**src/dtc_params.svh**
```systemverilog
/*
  Register indices, field positions and reset values for the dual
  timer/event counter. Assumes inclusion by the package only; the core sees the macros through it.
*/
`ifndef DTC_PARAMS_SVH
`define DTC_PARAMS_SVH

`define DTC_IDX_T0_DATA   6'h0d
`define DTC_IDX_T0_CTRL   6'h0e
`define DTC_IDX_T1_HIGH   6'h0f
`define DTC_IDX_T1_LOW    6'h10
`define DTC_IDX_T1_CTRL   6'h11
`define DTC_IDX_IRQ_CTRL  6'h12
`define DTC_CTRL_RESET    8'h08
`define DTC_T1_CTRL_MASK  8'hd8
`define DTC_IRQ_T0_EN     2
`define DTC_IRQ_T1_EN     3
`define DTC_IRQ_T0_FLAG   5
`define DTC_IRQ_T1_FLAG   6
`define DTC_T1_DIV_LAST   2'h3

`endif

```
**src/dtc_pkg.sv**
```systemverilog
/*
  Types shared by the dual timer/event counter.
  Assumes dtc_params.svh sits in the include path.
*/
package dtc_pkg;
  `include "dtc_params.svh"

  typedef enum logic [1:0] {
    MODE_OFF = 2'h0,
    MODE_EVT = 2'h1,
    MODE_TMR = 2'h2,
    MODE_PW  = 2'h3
  } dtc_mode_t;

  typedef enum logic [1:0] {
    PW_ARMED = 2'h0,
    PW_MEAS  = 2'h1,
    PW_DONE  = 2'h3
  } dtc_pw_t;

  typedef struct packed {
    dtc_mode_t  mode;
    logic       rsv5;
    logic       count_enable;
    logic       active_edge_select;
    logic [2:0] prescale_select;
  } dtc_ctrl_t;

  typedef struct packed {
    logic [7:0]  t0_cnt;
    logic [7:0]  t0_pre;
    dtc_ctrl_t   t0_ctl;
    logic [7:0]  t0_psc;
    dtc_pw_t     t0_pw;
    logic [15:0] t1_cnt;
    logic [15:0] t1_pre;
    logic [7:0]  t1_buf;
    dtc_ctrl_t   t1_ctl;
    logic [1:0]  t1_div;
    dtc_pw_t     t1_pw;
    logic        t0_flag;
    logic        t1_flag;
    logic        t0_ie;
    logic        t1_ie;
    logic [2:0]  s0;
    logic [2:0]  s1;
    logic [2:0]  rtc_s;
    logic        fdo;
    logic        wake;
    logic        ack;
    logic [7:0]  rdata;
  } dtc_state_t;
endpackage

```
**src/dtc_timer.sv**
```systemverilog
/*
  Dual timer/event counter: an 8-bit counter with prescaler and buzzer
  divider, and a 16-bit counter with a buffered low byte, behind an
  Avalon-MM slave with one wait state. Assumes pins and the RTC clock
  are plain levels, sampled here on i_ref_clk.
*/
// Register access over Avalon-MM was chosen for this implementation.
`timescale 1ns/1ns
module dtc_timer #(
  parameter bit T0_USE_RTC = 1'b0,
  parameter bit T1_USE_RTC = 1'b0
) (
  input  wire logic        i_ref_clk,
  input  wire logic        i_sys_rst,
  input  wire logic [7:0]  i_avs_address,
  input  wire logic        i_avs_read,
  input  wire logic        i_avs_write,
  input  wire logic [31:0] i_avs_writedata,
  input  wire logic [3:0]  i_avs_byteenable,
  output logic [31:0]      o_avs_readdata,
  output logic             o_avs_waitrequest,
  input  wire logic        i_t0_pin,
  input  wire logic        i_t1_pin,
  input  wire logic        i_rtc_clk,
  output logic             o_irq,
  output logic             o_wake,
  output logic             o_freq_divider_output,
  output logic             o_buzzer_output,
  output logic             o_buzzer_output_n
);
  import dtc_pkg::*;

  dtc_state_t r;
  dtc_state_t n;
  logic [5:0] idx;
  logic       wr_now;
  logic       rd_any;
  logic       rtc_tick;
  logic       t0_int;
  logic       t1_int;
  logic       e0_act;
  logic       e0_back;
  logic       e1_act;
  logic       e1_back;
  logic       inc0;
  logic       inc1;
  logic       ov0;
  logic       ov1;
  logic [7:0] wd;

  function automatic logic [7:0] psc_mask(input logic [2:0] p);
    psc_mask = 8'((9'h2 << p) - 9'h1);
  endfunction

  // Edge seen on the second and third sync stages; first stage stays private.
  function automatic logic sel_edge(input logic [2:0] s, input logic fall);
    sel_edge = fall ? (~s[1] & s[2]) : (s[1] & ~s[2]);
  endfunction

  function automatic logic inc_sel(input dtc_ctrl_t c, input logic ext,
                                   input logic tick, input dtc_pw_t pw);
    case (c.mode)
      MODE_EVT: inc_sel = c.count_enable & ext;
      MODE_TMR: inc_sel = c.count_enable & tick;
      MODE_PW:  inc_sel = c.count_enable & tick & (pw == PW_MEAS);
      default:  inc_sel = 1'b0;
    endcase
  endfunction

  assign idx    = i_avs_address[7:2];
  assign wd     = i_avs_writedata[7:0];
  assign wr_now = i_avs_write & r.ack & i_avs_byteenable[0];
  assign rd_any = i_avs_read & ~i_avs_write;

  always_comb begin
    n        = r;
    n.ack    = (i_avs_read | i_avs_write) & ~r.ack;
    n.s0     = {r.s0[1:0], i_t0_pin};
    n.s1     = {r.s1[1:0], i_t1_pin};
    n.rtc_s  = {r.rtc_s[1:0], i_rtc_clk};
    rtc_tick = r.rtc_s[1] & ~r.rtc_s[2];
    // Prescaler runs free on its source; the mask picks the stage.
    n.t0_psc = r.t0_psc + 8'(T0_USE_RTC ? rtc_tick : 1'b1);
    t0_int   = (T0_USE_RTC ? rtc_tick : 1'b1)
               & ((r.t0_psc & psc_mask(r.t0_ctl.prescale_select))
                  == psc_mask(r.t0_ctl.prescale_select));
    n.t1_div = r.t1_div + 2'h1;
    t1_int   = T1_USE_RTC ? rtc_tick : (r.t1_div == `DTC_T1_DIV_LAST);
    e0_act   = sel_edge(r.s0, r.t0_ctl.active_edge_select);
    e0_back  = sel_edge(r.s0, ~r.t0_ctl.active_edge_select);
    e1_act   = sel_edge(r.s1, r.t1_ctl.active_edge_select);
    e1_back  = sel_edge(r.s1, ~r.t1_ctl.active_edge_select);

    // Pulse-width sequencers; the end of a measurement drops the enable.
    case (r.t0_pw)
      PW_ARMED: if (r.t0_ctl.mode == MODE_PW && r.t0_ctl.count_enable && e0_act) begin
        n.t0_pw = PW_MEAS;
      end
      PW_MEAS: if (r.t0_ctl.mode != MODE_PW) begin
        n.t0_pw = PW_ARMED;
      end else if (e0_back) begin
        n.t0_pw               = PW_DONE;
        n.t0_ctl.count_enable = 1'b0;
      end
      PW_DONE: if (r.t0_ctl.count_enable || r.t0_ctl.mode != MODE_PW) begin
        n.t0_pw = PW_ARMED;
      end
      default: n.t0_pw = PW_ARMED;
    endcase
    case (r.t1_pw)
      PW_ARMED: if (r.t1_ctl.mode == MODE_PW && r.t1_ctl.count_enable && e1_act) begin
        n.t1_pw = PW_MEAS;
      end
      PW_MEAS: if (r.t1_ctl.mode != MODE_PW) begin
        n.t1_pw = PW_ARMED;
      end else if (e1_back) begin
        n.t1_pw               = PW_DONE;
        n.t1_ctl.count_enable = 1'b0;
      end
      PW_DONE: if (r.t1_ctl.count_enable || r.t1_ctl.mode != MODE_PW) begin
        n.t1_pw = PW_ARMED;
      end
      default: n.t1_pw = PW_ARMED;
    endcase

    // A read of a live count freezes that counter for the whole access.
    inc0 = inc_sel(r.t0_ctl, e0_act, t0_int, r.t0_pw)
           & ~(rd_any && idx == `DTC_IDX_T0_DATA);
    inc1 = inc_sel(r.t1_ctl, e1_act, t1_int, r.t1_pw)
           & ~(rd_any && idx == `DTC_IDX_T1_HIGH);
    ov0  = inc0 & (r.t0_cnt == 8'hff);
    ov1  = inc1 & (r.t1_cnt == 16'hffff);
    if (ov0) begin
      n.t0_cnt = r.t0_pre;
      n.fdo    = ~r.fdo;
    end else if (inc0) begin
      n.t0_cnt = r.t0_cnt + 8'h01;
    end
    if (ov1) begin
      n.t1_cnt = r.t1_pre;
    end else if (inc1) begin
      n.t1_cnt = r.t1_cnt + 16'h0001;
    end

    if (rd_any && !r.ack) begin
      case (idx)
        `DTC_IDX_T0_DATA:  n.rdata = r.t0_cnt;
        `DTC_IDX_T0_CTRL:  n.rdata = r.t0_ctl & ~8'h20;
        `DTC_IDX_T1_HIGH:  n.rdata = r.t1_cnt[15:8];
        `DTC_IDX_T1_LOW:   n.rdata = r.t1_buf;
        `DTC_IDX_T1_CTRL:  n.rdata = r.t1_ctl & `DTC_T1_CTRL_MASK;
        `DTC_IDX_IRQ_CTRL: n.rdata = {1'b0, r.t1_flag, r.t0_flag, 1'b0,
                                      r.t1_ie, r.t0_ie, 2'h0};
        default:           n.rdata = 8'h00;
      endcase
    end
    if (rd_any && r.ack && idx == `DTC_IDX_T1_HIGH) begin
      n.t1_buf = r.t1_cnt[7:0];
    end

    if (wr_now) begin
      case (idx)
        `DTC_IDX_T0_DATA: begin
          n.t0_pre = wd;
          if (!r.t0_ctl.count_enable) begin
            n.t0_cnt = wd;
          end
        end
        `DTC_IDX_T0_CTRL: begin
          n.t0_ctl      = wd;
          n.t0_ctl.rsv5 = 1'b0;
        end
        `DTC_IDX_T1_HIGH: begin
          n.t1_pre = {wd, r.t1_buf};
          if (!r.t1_ctl.count_enable) begin
            n.t1_cnt = {wd, r.t1_buf};
          end
        end
        `DTC_IDX_T1_LOW:  n.t1_buf = wd;
        `DTC_IDX_T1_CTRL: n.t1_ctl = wd & `DTC_T1_CTRL_MASK;
        `DTC_IDX_IRQ_CTRL: begin
          n.t0_ie   = wd[`DTC_IRQ_T0_EN];
          n.t1_ie   = wd[`DTC_IRQ_T1_EN];
          n.t0_flag = wd[`DTC_IRQ_T0_FLAG];
          n.t1_flag = wd[`DTC_IRQ_T1_FLAG];
        end
        default: ;
      endcase
    end
    // A new overflow beats a clearing write in the same cycle.
    n.t0_flag = n.t0_flag | ov0;
    n.t1_flag = n.t1_flag | ov1;
    n.wake    = ov0 | ov1;
  end

  always_ff @(posedge i_ref_clk or posedge i_sys_rst) begin
    if (i_sys_rst) begin
      r        <= '0;
      r.t0_ctl <= `DTC_CTRL_RESET;
      r.t1_ctl <= `DTC_CTRL_RESET;
    end else begin
      r <= n;
    end
  end

  assign o_avs_waitrequest     = (i_avs_read | i_avs_write) & ~r.ack;
  assign o_avs_readdata        = {24'h000000, r.rdata};
  assign o_irq                 = (r.t0_flag & r.t0_ie) | (r.t1_flag & r.t1_ie);
  assign o_wake                = r.wake;
  assign o_freq_divider_output = r.fdo;
  assign o_buzzer_output       = r.fdo;
  assign o_buzzer_output_n     = ~r.fdo;

  ctrl1_reserved_a: assert property (@(posedge i_ref_clk) disable iff (i_sys_rst)
    (r.ack && rd_any && idx == `DTC_IDX_T1_CTRL) |-> (o_avs_readdata[2:0] == 3'h0
      && !o_avs_readdata[5]))
    else $error("timer1 control reserved bits not zero");

  stop_holds_a: assert property (@(posedge i_ref_clk) disable iff (i_sys_rst)
    (!r.t0_ctl.count_enable && !wr_now) |=> (r.t0_cnt == $past(r.t0_cnt)))
    else $error("timer0 counted while disabled");

  low_buffer_a: assert property (@(posedge i_ref_clk) disable iff (i_sys_rst)
    (wr_now && idx == `DTC_IDX_T1_LOW) |=> (r.t1_pre == $past(r.t1_pre)
      && r.t1_buf == $past(wd)))
    else $error("low byte write touched preload");

  high_preload_a: assert property (@(posedge i_ref_clk) disable iff (i_sys_rst)
    (wr_now && idx == `DTC_IDX_T1_HIGH) |=> (r.t1_pre == {$past(wd), $past(r.t1_buf)}))
    else $error("high byte write did not load preload");

  overflow_reload_a: assert property (@(posedge i_ref_clk) disable iff (i_sys_rst)
    (inc1 && r.t1_cnt == 16'hffff && !wr_now) |=> (r.t1_flag
      && r.t1_cnt == $past(r.t1_pre) && o_wake))
    else $error("timer1 overflow did not reload and flag");

  pw_end_a: assert property (@(posedge i_ref_clk) disable iff (i_sys_rst)
    (r.t0_pw == PW_MEAS && r.t0_ctl.mode == MODE_PW && e0_back && !wr_now)
      |=> (!r.t0_ctl.count_enable && r.t0_pw == PW_DONE))
    else $error("pulse end did not clear enable");

  stopped_load_a: assert property (@(posedge i_ref_clk) disable iff (i_sys_rst)
    (wr_now && idx == `DTC_IDX_T0_DATA && !r.t0_ctl.count_enable)
      |=> (r.t0_cnt == $past(wd)))
    else $error("stopped counter missed preload");

  read_block_a: assert property (@(posedge i_ref_clk) disable iff (i_sys_rst)
    (rd_any && idx == `DTC_IDX_T1_HIGH && !r.ack) |=> (r.t1_cnt == $past(r.t1_cnt))
      ##1 (r.t1_buf == $past(r.t1_cnt[7:0], 2)))
    else $error("read did not freeze timer1");

  divider_toggle_a: assert property (@(posedge i_ref_clk) disable iff (i_sys_rst)
    ov0 |=> (o_freq_divider_output != $past(o_freq_divider_output)
      && o_buzzer_output_n == !o_buzzer_output))
    else $error("divider output missed an overflow");
endmodule // dtc_timer

```
**config.mk**
```make
export PLATFORM = sky130hd
export DESIGN_NAME = dtc_timer
export DESIGN_NICKNAME = d
export VERILOG_FILES = /design/src/dtc_pkg.sv /design/src/dtc_timer.sv
export VERILOG_INCLUDE_DIRS = /design/src
export SDC_FILE = /design/constraint.sdc
export NUM_CORES = 1
export LEC_CHECK = 0
export BUFFER_PORTS_ARGS = -buffer_cell sky130_fd_sc_hd__buf_2
export CAP_MARGIN = 20
export CORE_MARGIN = 2
export CORE_UTILIZATION = 57
export DETAILED_ROUTE_END_ITERATION = 6
export PLACE_DENSITY = 0.86
export SYNTH_ARGS = -nofsm -noshare
export SYNTH_HDL_FRONTEND = slang
export SYNTH_SLANG_ARGS = --single-unit
```
**constraint.sdc**
```tcl
create_clock -name i_ref_clk -period 3.75 [get_ports i_ref_clk]
set_input_delay 0.75 -clock i_ref_clk [delete_from_list [all_inputs] [get_ports i_ref_clk]]
set_output_delay 0.75 -clock i_ref_clk [all_outputs]
set_load 0.005 [all_outputs]
```
==> qor.txt <==
TIMING
------------------------------------------------------------------------------------------------------
Crit path time final                                                                          3.108 ns
Total Neg Setup Slack                                                                             0 ns
Tcrit/Tclk final                                                                                82.88%
Endpoints failing hold                                                                               0
Fmax                                                                                        0.3217 GHz
Final setup fails                                                                                    0
Relative slew slack                                                                             38.96%
Max-slew violation count                                                                             0
Actual transition at the worst max-transition pin                                            0.9156 ns
Worst clock skew                                                                            0.01648 ns
Unrepaired setup endpoints after global routing                                                     no

ROUTE
------------------------------------------------------------------------------------------------------
Post-route DRC violation count                                                                       0
DR vias/cell                                                                                     6.167
DRT iter0 DRCs                                                                                     362
Total number of vias                                                                              4570
Antenna Violating Nets Remaining                                                                     0
Detailed-router iteration count before antenna repair                                                5
Detailed-route wire length per cell                                                       17.97 microns
Total length of routed wires                                                              13320 microns

SYNTH
------------------------------------------------------------------------------------------------------
Number of different library cells in the post-synthesis netlist                                     72
Synth warn                                                                                           0
Top_reg_cell synth                                                                             dfrtp_1
Fraction of synthesis flops using an asynchronous set or reset pin                              100.0%
Mean instance size in the synthesized netlist                                              9.744 sq um
Dominant cells by area after synthesis                                                    dfrtp_1 44%, mux2_2 8.1%, buf_4 4.3%
Post-synth EDFFs                                                                                     0
Number of flip-flops and latches in the synthesized netlist                                        102
Syn Std Cell Area                                                                           5700 sq um
Number of instances in the synthesized netlist                                                     585
Area share of the largest cell type after synthesis                                             43.90%
Library cell with the largest summed area after synthesis                                      dfrtp_1
Most numerous cell in the Yosys netlist                                                        dfrtp_1
Share of synthesized area occupied by flip-flops and latches                                    44.82%
Synth cell count leaders                                                                  100 x dfrtp_1, 54 x nand2_1, 48 x nor2_1

SETUP PATH
------------------------------------------------------------------------------------------------------
Largest driver fanout on the critical path                                                          13
Critical Path Sink Type                                                                           flop
Worst reg2reg startpoint                                                                  r[88]$_DFFE_PP0P_
Worst R2R Path Depth                                                                                 8
Classification of the worst setup path                                                    flop to flop
CP arrival                                                                                     3.41 ns
Worst path required time                                                                       4.05 ns
Flop2flop setup slack                                                                          0.64 ns
Reg2reg end                                                                               r[109]$_DFF_PP0_
Start point of the critical path                                                          r[88]$_DFFE_PP0P_
Startpoint kind of the worst setup timing path                                                    flop
Capturing instance or port of the critical path                                           r[109]$_DFF_PP0_

CTS
------------------------------------------------------------------------------------------------------
Count of cells resized by post-cts repair                                                            0
Number of CTS-inserted buffers                                                                       9
Root buffer selected by CTS                                                                   clkbuf_8
Number of clock sinks seen by CTS                                                                  102
Maximum buffer depth of the clock tree                                                               2
Depth of the CTS H-tree                                                                              3
Worst skew pair latency                                                                        0.38 ns
Number of hold-repair buffers added at the cts stage                                                 0
Clock tree from TritonCTS                                                                         done
Clock transition at the register clock pins on the worst setup and hold paths after CTS        0.10 ns
Post-CTS Repair Setup Buffers                                                                        0

MIN PATH
------------------------------------------------------------------------------------------------------
Hold WC Path Type                                                                         flop to flop

PLACEMENT
------------------------------------------------------------------------------------------------------
Cell count after placement                                                                         725
Port Buffers                                                                                        34
RD Place Congestion                                                                             0.9238
Placed cell areas                                                                           5841 sq um
Post-detail-place hpwl                                                                    9480 microns

DIE
------------------------------------------------------------------------------------------------------
Area of the die                                                                            10820 sq um
Effective utilization at floorplan                                                              58.59%
Core footprint                                                                              9729 sq um
X dimension of the die                                                                    104.0 microns
Number of I/O pins                                                                                  89
Die outline height                                                                        104.0 microns
FP Rows                                                                                             36

GRT
------------------------------------------------------------------------------------------------------
Global-route congestion overflow total                                                               0
Pin count of the biggest net entering global routing                                                75
Via count of the first global-routing pass                                                        4515
Global-route wire length before repair                                                    22090 microns
Initial antenna violation count                                                                      0
Aggregate global-route resource usage                                                           25.38%

FINISH
------------------------------------------------------------------------------------------------------
Antenna diodes                                                                                       0
End-of-flow core utilization                                                                    62.00%
Fraction of layout instances using a drive strength above 1                                     19.41%
Synthesis-to-finish area growth                                                                 5.817%
Number of nets in the finished design                                                              659
Number of cells in the finished layout apart from fillers                                          741
Non-Filler Cell Area, Final                                                                 6032 sq um

JOB
------------------------------------------------------------------------------------------------------
Maximum capacitance violations                                                                       0

OUTCOME
------------------------------------------------------------------------------------------------------
Result of the run                                                                         finished, final reports clean

POWER AND IR DROP
------------------------------------------------------------------------------------------------------
IR Drop Worst-Case VDD                                                                       0.2262 mV
Total power                                                                                   2.532 mW
Leakage power figure                                                                          2.739 nW
Pwr dens                                                                                  419.7 nW/um^2

[stage by stage]
stage,hold WS (ns),worst slack (ns)
global placement,0.3322,0.6621
global route,0.3627,0.4365
CTS,0.3613,0.6591
finish,0.3572,0.6419
detailed placement,0.3403,0.5254
floorplan,0.3312,0.3278
[worst max-delay path, stage by stage, from the launching register on]
cell and delay [ns]:
dfrtp_1 0.50, or3_1 0.42, ha_1 0.27, nor2b_1 0.15, a311oi_1 0.44, nor3_1 0.18
o21a_1 0.38, or4_1 0.52, a31oi_1 0.17
[layout make-up]
| cell class | count | area, sq um |
|---|---|---|
| sequential | 102 | 2555 |
| tap | 133 | 166.4 |
| clock inverter | 5 | 40.04 |
| fill | 772 | 3697 |
| multi-input combinational | 437 | 2845 |
| clock buffer | 11 | 151.4 |
| timing repair buffer | 42 | 230.2 |
| inverter | 11 | 43.79 |
[cells by family after synthesis]
logic type / after synthesis / synth area share (%)
simple gates: 200 / 18.02
flops: 102 / 44.82
xor+xnor: 13 / 1.997
other cells: 1 / 0.06578
fa+ha+maj: 5 / 1.097
mux: 59 / 11.26
compound gates: 136 / 15.85
buf+inv: 69 / 6.892
[routing by layer]
layer | vias up | track usage (%) | routed length, microns
met4 | 0 | 11.97 | 393
met3 | 40 | 4.198 | 973
met5 | - | 0 | 0
li1 | 2095 | - | -
met2 | 231 | 40.74 | 6239
met1 | 2204 | 33.75 | 5713
[registers in the layout, summed over array words and instances, names as in the netlist]
signal	flops
o_avs_readdata	8
r	88
o_wake	1
n	4
o_buzzer_output	1
[worst min path at each step]
stage                         start         endpoint  slack, ns  cells after the start
finish              n[18]$_DFF_PP0_  n[19]$_DFF_PP0_       0.36                      0
global route        n[18]$_DFF_PP0_  n[19]$_DFF_PP0_       0.36                      0
CTS                 n[18]$_DFF_PP0_  n[19]$_DFF_PP0_       0.36                      0
detailed placement  n[18]$_DFF_PP0_  n[19]$_DFF_PP0_       0.34                      0
global placement    n[15]$_DFF_PP0_  n[16]$_DFF_PP0_       0.33                      0
floorplan           n[15]$_DFF_PP0_  n[16]$_DFF_PP0_       0.33                      0
[cell usage in the layout (no fill, tap or decap), drive strengths merged, types with 3 or more instances in the layout]
cell type  instances
conb              24
o22ai              5
o31ai              7
nand2b            10
a22oi              8
o21a               5
nor4               4
nor2b              8
mux2i             18
o2bb2ai            3
nor3              14
a211oi             6
nor3b              3
nand4              4
dfrtp            100
nor2              49
a2111oi            3
o32a               3
inv               13
mux2              41
a21oi             29
nand2             54
buf               42
or3                3
nand3             23
o21ai             40
clkbuf            11
a31oi              8
nand3b             3
ha                 5
and3              11
xnor2             11
[power breakdown]
group	leakage, nW	switching, mW	total [mW]	internal (mW)
sequential	1.31	0.147	1.35	1.20
combinational	1.33	0.279	0.500	0.221
clock	0.0939	0.402	0.686	0.284
total	2.74	0.829	2.53	1.70
No activity file was read; power rests on OpenSTA's default activity.
